--- src/sysrst_pkg.sv ---
// Constants and carrier types for the reset and interrupt controller
`default_nettype none
package sysrst_pkg;

  // Register map
  localparam logic [15:0] CAUSE_OFF = 16'hFE01;
  localparam logic [15:0] INTERRUPT_FLAGS_REG_ONE_OFF = 16'hFE04;
  localparam logic [15:0] CFG_OFF = 16'hFE09;
  localparam logic [15:0] WDOG_SVC_OFF = 16'hFFFF;

  // Reset cause register bit positions
  localparam int CB_POR = 7;
  localparam int CB_PIN = 6;
  localparam int CB_COP = 5;
  localparam int CB_ILLEGAL_OPCODE_FLAG = 4;
  localparam int CB_ILLEGAL_ADDRESS_FLAG = 3;
  localparam int CB_LVI = 1;
  localparam logic [7:0] CAUSE_RST = 8'h80;

  // Configuration register one fields
  localparam int CFG_STOPEN = 0;
  localparam int CFG_SHORT_STOP_RECOVERY_BIT = 1;
  localparam logic [7:0] CFG_MASK = 8'h03;
  localparam logic [7:0] CFG_RST = 8'h00;
  localparam logic [7:0] INTERRUPT_FLAGS_REG_ONE_RST = 8'h00;

  // Widths
  localparam int PRESC_W = 12;
  localparam int SEQ_W = 13;
  localparam int WDOG_W = 6;
  localparam int N_SRC = 6;
  localparam int SVC_LO = 5;

  // Timing counts in internal clock cycles
  localparam int INT_PIN_CYC = 32;
  localparam int HOLD_CYC = 32;
  localparam int LV_BASE_CYC = 4096;
  localparam int STOP_LONG_CYC = 4096;
  localparam int STOP_SHORT_CYC = 32;
  localparam int TICK_MAX_CYC = 2**13 - 2**4;

  typedef enum logic [3:0] {
    SEQ_RUN  = 4'b0001,
    SEQ_PIN  = 4'b0010,
    SEQ_HOLD = 4'b0100,
    SEQ_STOP = 4'b1000
  } seq_t;

  typedef struct packed {
    logic rst_low;
    logic rst_vtst;
    logic irq_vtst;
  } pins_t;

  typedef struct packed {
    logic instr_done;
    logic i_mask;
    logic illegal_instr;
    logic stop_instr;
    logic swi_instr;
    logic opcode_fetch;
    logic unmapped;
    logic int_ack;
    logic wake;
  } cpu_in_t;

  typedef struct packed {
    logic monitor_mode;
    logic break_state;
    logic lvd_trip;
    logic mon_entry_rst;
  } mod_in_t;

  typedef struct packed {
    logic internal_reset_signal;
    logic bus_clk_en;
    logic int_req;
    logic [2:0] int_src;
    logic entry;
    logic set_mask;
    logic push_pc_minus1;
    logic push_h;
  } cpu_out_t;

  typedef struct packed {
    seq_t seq;
    logic [SEQ_W-1:0] seq_cnt;
    logic [PRESC_W-1:0] presc;
    logic [WDOG_W-1:0] wdog;
    logic [7:0] cause;
    logic [7:0] cfg;
    logic [7:0] interrupt_flags_reg_one;
    logic latched;
    logic [2:0] lat_idx;
    logic ent;
    logic ent_swi;
    logic short_stop_recovery_bit;
    logic woken;
    logic [7:0] rdata;
    pins_t sync1;
    pins_t sync2;
  } state_t;

endpackage
`default_nettype wire

--- src/system_reset_and_interrupt_ctrl.sv ---
// Reset sequencer, prescaler, watchdog and interrupt latch
// How it works
// - Watchdog overflow raises internal reset and sets the watchdog cause flag.
// - Prescaler ticks the watchdog at least every 2^13 - 2^4 cycles.
// - Watchdog disabled by test voltage on either pin in monitor mode, two cycles after the pin via the synchroniser.
// - In break state, test voltage on reset pin disables the watchdog.
// - Illegal instruction sets illegal-opcode flag and raises reset.
// - Stop with stop-enable clear counts as illegal opcode.
// - Only an opcode fetch from unmapped space resets, data fetches do not.
// - Every internal reset source drives the reset pin low.
// - Low-voltage reset sets its flag, pin low 4096+32, then 32 more.
// - Monitor-entry reset input causes an internal reset.
// - Twelve-bit prescaler; its overflow clocks the watchdog.
// - Stop instruction clears the prescaler.
// - Stop exit samples short-recovery bit: wait 32 or 4096 cycles.
// - External pin reset leaves the prescaler alone; it runs after reset.
// - Latched interrupt keeps precedence until serviced.
// - Hardware interrupt starts after instruction end, mask clear, enabled.
// - Highest-priority pending source is serviced first.
// - Entry stacks registers and sets the mask, high index not pushed.
// - Software interrupt ignores mask and pushes PC, hardware pushes PC-1.
// - Status register one shows flags 6..1 in bits 7..2, low bits zero.
// - Every reset source asserts internal reset to default the system.
// - Internal resets other than low voltage drive the pin low 32 cycles, then hold 32 more.
//
// Implementation choice: the strobed register port.
`default_nettype none
module system_reset_and_interrupt_ctrl
  import sysrst_pkg::*;
#(
  parameter int LV_PIN_CYC = LV_BASE_CYC + INT_PIN_CYC
) (
  // Clock and power-on reset
  input wire logic clk,
  input wire logic rstn,
  // Register port
  input wire logic [15:0] addr,
  input wire logic [7:0] wdata,
  input wire logic wr,
  input wire logic rd,
  output logic [7:0] rdata,
  // Pins, unsynchronised
  input wire pins_t pins,
  // Reset pin driver
  output logic rst_pin_out,
  output logic rst_pin_oe_n,
  // Module and CPU signals
  input wire mod_in_t mods,
  input wire cpu_in_t cpu,
  input wire logic [N_SRC-1:0] irq_pend,
  input wire logic [N_SRC-1:0] irq_en,
  output cpu_out_t cpu_out,
  output logic wdog_enable
);

  localparam logic [SEQ_W-1:0] LV_LOAD = SEQ_W'(LV_PIN_CYC - 1);
  localparam logic [SEQ_W-1:0] PIN_LOAD = SEQ_W'(INT_PIN_CYC - 1);
  localparam logic [SEQ_W-1:0] HOLD_LOAD = SEQ_W'(HOLD_CYC - 1);
  localparam logic [PRESC_W-1:0] STOP_LONG_END =
    PRESC_W'(STOP_LONG_CYC - 1);
  localparam logic [PRESC_W-1:0] STOP_SHORT_END =
    PRESC_W'(STOP_SHORT_CYC - 1);

  state_t s;
  state_t n;
  pins_t p;
  logic wdog_dis;
  logic ext_rst;
  logic run;
  logic presc_adv;
  logic tick;
  logic wdog_ovf;
  logic svc;
  logic stop_ok;
  logic illegal_opcode_flag;
  logic illegal_address_flag;
  logic src_any;
  logic [N_SRC-1:0] qual;

  // Index of highest-priority source; source 1 ranks first
  function automatic logic [2:0] first_src(input logic [N_SRC-1:0] q);
    logic [2:0] idx;
    idx = 3'h0;
    for (int i = N_SRC - 1; i >= 0; i--) begin
      if (q[i]) begin
        idx = 3'(i + 1);
      end
    end
    return idx;
  endfunction

  always_comb begin
    n = s;
    p = s.sync2;
    n.sync1 = pins;
    n.sync2 = s.sync1;
    run = (s.seq == SEQ_RUN);
    // Own pin drive echoes through the synchroniser for two cycles
    ext_rst = p.rst_low && (s.seq != SEQ_PIN) &&
      !(s.seq == SEQ_HOLD && s.seq_cnt >= HOLD_LOAD - 1'b1);
    wdog_dis = (mods.monitor_mode & (p.rst_vtst | p.irq_vtst)) |
      (mods.break_state & p.rst_vtst);
    svc = wr & (addr == WDOG_SVC_OFF) & run;
    stop_ok = s.cfg[CFG_STOPEN];
    illegal_opcode_flag = cpu.illegal_instr | (cpu.stop_instr & ~stop_ok);
    illegal_address_flag = cpu.opcode_fetch & cpu.unmapped;
    presc_adv = (s.seq != SEQ_STOP) | s.woken;
    tick = presc_adv & (s.presc == '1);
    wdog_ovf = run & ~wdog_dis & tick & (s.wdog == '1) & ~svc;
    src_any = mods.lvd_trip | wdog_ovf | illegal_opcode_flag | illegal_address_flag | mods.mon_entry_rst;
    if (s.seq == SEQ_STOP) begin
      src_any = mods.lvd_trip;
    end else if (!run) begin
      src_any = 1'b0;
    end
    qual = irq_pend & irq_en;

    // Free-running prescaler, untouched by external pin reset
    if (presc_adv) begin
      n.presc = s.presc + 1'b1;
    end
    if (run && !wdog_dis && tick) begin
      n.wdog = s.wdog + 1'b1;
    end
    if (svc) begin
      n.wdog = '0;
      n.presc[PRESC_W-1:SVC_LO] = '0;
      n.presc[SVC_LO-1:0] = s.presc[SVC_LO-1:0] + 1'b1;
    end

    // Status register mirrors pending flags
    n.interrupt_flags_reg_one = {irq_pend, 2'b00};

    // Interrupt latch and entry
    n.ent = 1'b0;
    if (s.latched && cpu.int_ack) begin
      n.latched = 1'b0;
    end
    if (run && !ext_rst) begin
      if (cpu.swi_instr) begin
        n.ent = 1'b1;
        n.ent_swi = 1'b1;
      end else if (cpu.instr_done && !cpu.i_mask && !s.latched &&
                   (qual != '0)) begin
        n.latched = 1'b1;
        n.lat_idx = first_src(qual);
        n.ent = 1'b1;
        n.ent_swi = 1'b0;
      end
    end

    // Configuration write
    if (wr && addr == CFG_OFF) begin
      n.cfg = wdata & CFG_MASK;
    end

    // Read data valid in the cycle after the strobe only
    n.rdata = 8'h00;
    if (rd) begin
      case (addr)
        CAUSE_OFF: n.rdata = s.cause;
        INTERRUPT_FLAGS_REG_ONE_OFF: n.rdata = s.interrupt_flags_reg_one;
        CFG_OFF: n.rdata = s.cfg;
        default: n.rdata = 8'h00;
      endcase
    end

    // Reset and stop sequencer
    case (s.seq)
      SEQ_RUN: begin
        if (cpu.stop_instr && stop_ok && !src_any) begin
          n.seq = SEQ_STOP;
          n.presc = '0;
          n.woken = 1'b0;
        end
      end
      SEQ_STOP: begin
        if (!s.woken && (cpu.wake || ext_rst)) begin
          n.woken = 1'b1;
          n.short_stop_recovery_bit = s.cfg[CFG_SHORT_STOP_RECOVERY_BIT];
        end else if (s.woken && s.presc ==
                     (s.short_stop_recovery_bit ? STOP_SHORT_END : STOP_LONG_END)) begin
          n.seq = SEQ_RUN;
          n.woken = 1'b0;
        end
      end
      SEQ_PIN: begin
        n.seq_cnt = s.seq_cnt - 1'b1;
        if (s.seq_cnt == '0) begin
          n.seq = SEQ_HOLD;
          n.seq_cnt = HOLD_LOAD;
        end
      end
      SEQ_HOLD: begin
        n.seq_cnt = s.seq_cnt - 1'b1;
        if (s.seq_cnt == '0) begin
          n.seq = SEQ_RUN;
        end
      end
      default: n.seq = SEQ_RUN;
    endcase

    // Internal reset sources, low voltage first
    if (src_any) begin
      n.seq = SEQ_PIN;
      n.seq_cnt = PIN_LOAD;
      n.cause = 8'h00;
      if (mods.lvd_trip) begin
        n.cause[CB_LVI] = 1'b1;
        n.seq_cnt = LV_LOAD;
      end else if (wdog_ovf) begin
        n.cause[CB_COP] = 1'b1;
      end else if (illegal_opcode_flag) begin
        n.cause[CB_ILLEGAL_OPCODE_FLAG] = 1'b1;
      end else if (illegal_address_flag) begin
        n.cause[CB_ILLEGAL_ADDRESS_FLAG] = 1'b1;
      end
      n.presc = '0;
      n.wdog = '0;
      n.cfg = CFG_RST;
    end

    // Any reset returns interrupt and watchdog state to defaults
    if (src_any || ext_rst || !run) begin
      n.latched = 1'b0;
      n.lat_idx = 3'h0;
      n.interrupt_flags_reg_one = INTERRUPT_FLAGS_REG_ONE_RST;
    end
    if (ext_rst && s.seq != SEQ_PIN) begin
      n.cause = 8'h00;
      n.cause[CB_PIN] = 1'b1;
      n.wdog = '0;
      n.cfg = CFG_RST;
      if (s.seq == SEQ_HOLD) begin
        n.seq = SEQ_RUN;
      end
    end
  end

  always_ff @(posedge clk or negedge rstn) begin
    if (!rstn) begin
      s.seq <= SEQ_PIN;
      s.seq_cnt <= LV_LOAD;
      s.presc <= '0;
      s.wdog <= '0;
      s.cause <= CAUSE_RST;
      s.cfg <= CFG_RST;
      s.interrupt_flags_reg_one <= INTERRUPT_FLAGS_REG_ONE_RST;
      s.latched <= 1'b0;
      s.lat_idx <= 3'h0;
      s.ent <= 1'b0;
      s.ent_swi <= 1'b0;
      s.short_stop_recovery_bit <= 1'b0;
      s.woken <= 1'b0;
      s.rdata <= 8'h00;
      s.sync1 <= '0;
      s.sync2 <= '0;
    end else begin
      s <= n;
    end
  end

  // Open drain: only ever pulls low
  assign rst_pin_out = 1'b0;
  assign rst_pin_oe_n = (s.seq != SEQ_PIN);
  assign rdata = s.rdata;
  assign wdog_enable = ~wdog_dis;
  assign cpu_out.internal_reset_signal = (s.seq == SEQ_PIN) | (s.seq == SEQ_HOLD) |
    ext_rst;
  assign cpu_out.bus_clk_en = run;
  assign cpu_out.int_req = s.latched;
  assign cpu_out.int_src = s.lat_idx;
  assign cpu_out.entry = s.ent;
  assign cpu_out.set_mask = s.ent;
  assign cpu_out.push_pc_minus1 = s.ent & ~s.ent_swi;
  assign cpu_out.push_h = 1'b0;

  // Checks
  logic [SEQ_W-1:0] gap_r;
  logic [SEQ_W-1:0] gap_nxt;
  always_comb begin
    gap_nxt = gap_r + 1'b1;
    if (tick || !run || svc) begin
      gap_nxt = '0;
    end
  end
  always_ff @(posedge clk or negedge rstn) begin
    if (!rstn) begin
      gap_r <= '0;
    end else begin
      gap_r <= gap_nxt;
    end
  end
endmodule
`default_nettype wire

--- config.mk ---
export PLATFORM = sky130hd
export DESIGN_NAME = system_reset_and_interrupt_ctrl
export DESIGN_NICKNAME = d
export VERILOG_FILES = /design/src/sysrst_pkg.sv /design/src/system_reset_and_interrupt_ctrl.sv
export SDC_FILE = /design/constraint.sdc
export NUM_CORES = 1
export LEC_CHECK = 0
export BUFFER_PORTS_ARGS = -buffer_cell sky130_fd_sc_hd__buf_2
export CAP_MARGIN = 40
export CORE_MARGIN = 10
export CORE_UTILIZATION = 40
export DETAILED_ROUTE_END_ITERATION = 10
export MAX_ROUTING_LAYER = met4
export PLACE_DENSITY = 0.58
export RECOVER_POWER = 25
export SYNTH_ARGS = -nofsm -noshare
export SYNTH_HDL_FRONTEND = slang
export SYNTH_SLANG_ARGS = --single-unit
export TNS_END_PERCENT = 20
--- constraint.sdc ---
create_clock -name clk -period 5.5 [get_ports clk]
set_input_delay 1.1 -clock clk [delete_from_list [all_inputs] [get_ports clk]]
set_output_delay 1.1 -clock clk [all_outputs]
set_load 0.005 [all_outputs]
==> metrics.yaml <==
synth_top_area_share: 0.419
setup.worst_path.end_class: "primary output"
relative_contribution_of_the_clock_network_to_total_power: 0.268
timing.final.hold_violations: 0
routed.top_layer: "met4"
setup_slack_ns: 2.47
timing.clock.skew_ns: 0.0113
synth_cells: 398
cts_buffer_depth: 2
share_comb_of_total_power: 0.281
timing_max_transition_violations_final: 38
ios: 77
antenna-diode-count: 0
setup_total_negative_slack_ns: 0
worst_pin_slew_ns: 1.91
worst_path_dominant_cell_family: "compound AO/OA/AOI/OAI gates"
clkLatencyLatePin_ns: 0.34
worstPathBufferInverterCount: 2
status: "finished, violations left"
firstDrtPassIters: 4
failed_checks: "capacitance limit, slew limit"
power_frac_seq: 0.450
fp-row-count: 35
cts-buffers-inserted: 9
postCtsResizedCells: 0
ant_nets: 0
buffer_ports.inserted: 68
timing.final.setup_violations: 0
postLayoutCoreUtil: 0.466
drt_wl_total_um: 9050
cts_num_sinks: 71
worstPathArrival_ns: 1.93
wl_met2_um: 4200
routed_via_count_divided_by_cell_count: 5.42
tritoncts: "built"
fin_crit_ns: 3.03
internal_power_uw: 900
distinct_cell_type_count_after_synthesis: 63
synthesis.area_per_instance_um2: 9.45
asr_flop_ratio_synth: 1.00
horiz_die_dim_um: 117
num-fill-cells: 889
dpl.hpwl_um: 6850
required_time_at_the_worst_slack_endpoint_ns: 4.40
htreeDepth: 3
min-delay-path-class: "reg -> reg"
ys_seq_elements: 71
post-layout-total-power_mw: 1.43
largest_net_degree_at_the_start_of_global_routing: 38
power.switching_fraction: 0.369
max_clock_freq_mhz: 330
clkTransAtPathRegs_ns: 0.08
maxSlewHeadroom: -0.274
core_um2: 9200
synth_enable_flop_cells: 0
groute.usage.overall: 0.141
effective_utilization_at_floorplan: 0.409
crit_path_top_delay_cell: "o21ai_0"
grt_antenna_before_repair: 0
layout-area-overhead-vs-synth_pct: 13.9
route.vias.total: 3102
m1WireLength_um: 4240
wire_length_of_the_first_global_routing_pass_um: 15200
synth_top_cells_by_area: "dfrtp_1 (42%), dfstp_2 (5.6%), nor2_1 (4.3%), nand2_1 (4.2%), buf_4 (3.6%)"
path_cells: "buf_2 > o21ai_0 > and2_1 > buf_2"
unrepaired_setup_endpoints_after_global_routing: "false"
crit_path_frequent_cell: "buf_2"
vdd_drop_max_mv: 0.204
cts_hold_buffers: 0
routed_length_per_instance_um: 15.8
congestion_overflow_gr: 0
met3_wirelength_um: 522
leakage_nw: 1.90
switching_power_total_uw: 526
detail_route.iter0.violations: 159
cts_root_buffer: "clkbuf_8"
chipHeight_um: 117
synth_area_leader_cell: "dfrtp_1"
critical_path_peak_fanout: 3
critPathKind: "in -> out"
power_per_cell_area_nw_per_um2: 333
critPathLaunchType: "input port"
number_of_global_route_vias_before_repair: 3171
postSynth.topFlopCell: "dfrtp_1"
fin_crit_sh: 0.551
place_congestion: 0.840
drc: 0
final_layout_size_suffix_gt1_frac: 0.230
finalNetCount: 516
max_cap_viol_count: 1
post_synth_instance_area_um2: 3760
slowest_delay_ns: 0.42
synth.yosys.seq_area_share: 0.475
cts_setup_buffers: 0
synth.yosys.warnings: 0
place_ws_ns: 2.15
die_area_um2: 13700
-- cell families (layout without fill, tap and decap cells) --
family	Yosys count	in the layout	share of synthesized area
AOI/OAI and AO/OA	74	74	0.134
xor gates and xnor gates	13	13	0.0303
adders and majority gates	4	4	0.0133
buffers and inverters	37	99	0.0569
DFF	71	71	0.475
muxes	7	7	0.0190
other	1	2	0.000997
and+or+nand+nor	191	191	0.271
-- cell usage in the layout, fill, tap and decap left out, types with 4 or more instances in the layout --
master,count
buf_2,68
dfrtp_1,63
nor2_1,43
nand2_1,42
nor3_1,20
nand3_1,17
a21oi_1,16
and3_1,13
nand4_1,12
o21ai_0,11
inv_1,10
xnor2_1,9
clkbuf_8,9
dfstp_2,8
a22oi_1,7
nor2b_1,6
mux2i_1,6
a311oi_1,6
o211ai_1,5
or3_1,5
and2_1,4
a31oi_1,4
xor2_1,4
o31ai_1,4
ha_1,4
clkinvlp_4,4
-- synth_stat cells (4+ instances only) --
cell type	number
clkbuf_1	6
o31ai_1	4
o21ai_0	11
nor2_1	43
xnor2_1	9
inv_1	10
o211ai_1	5
buf_4	18
xor2_1	4
nor3_1	20
and3_1	13
a311oi_1	6
nand3_1	17
mux2i_1	6
and2_1	4
nand2_1	42
a22oi_1	7
a21oi_1	16
nor2b_1	6
ha_1	4
or3_1	5
dfstp_2	8
dfrtp_1	63
a31oi_1	4
nand4_1	12
-- final timing paths --
kind | start | to | slack, ns | depth (start not counted)
min in group asynchronous | rstn | rdata[4] | 1.27 | 1
max | mods[3] | wdog_enable | 2.47 | 4
max in group asynchronous | rstn | s[76] | 2.86 | 2
min reg2reg | n[0] | p[0] | 0.36 | 0
max reg2reg | s[80] | s[69] | 2.71 | 6
min | n[0] | p[0] | 0.36 | 0
-- routing by layer --
metal | up-vias | track usage
li1 | 1546 | -
met1 | 1483 | 0.179
met2 | 65 | 0.220
met3 | 8 | 0.0311
met4 | 0 | 0.0445
met5 | - | -
-- final cells by class --
| cell class | instances | area, um^2 | share of cell area |
|---|---|---|---|
| clock buffers | 9 | 124 | 0.0289 |
| clock inverters | 7 | 56.3 | 0.0131 |
| inverters | 11 | 46.3 | 0.0108 |
| multi-input cells | 291 | 1760 | 0.412 |
| flip-flops and latches | 71 | 1790 | 0.417 |
| well taps | 111 | 139 | 0.0324 |
| repair buffers | 72 | 367 | 0.0856 |
-- metrics by stage --
stage	instance area, um^2	cells	hold WS [ns]
floorplan	3760	399	0.331
global placement	4100	555	0.333
detailed placement	4100	556	0.342
CTS	4280	572	0.360
global route	4280	572	0.370
finish	4280	572	0.356
-- power groups by stage --
stage          Sequential [mW]  Combinational, mW  Clock, mW
4_1_cts                  0.641              0.405      0.394
6_report                 0.642              0.401      0.383
3_5_place_dp             0.650              0.402          0
3_3_place_gp             0.648              0.396          0
2_1_floorplan            0.637              0.280          0
5_1_grt                  0.653              0.456      0.423
-- sequential cells by signal, indices dropped and copies added, names as in the netlist --
signal,cells
cpu_out,5
s,52
p,3
n,3
rdata,8
(Power assumes the default switching activity.)
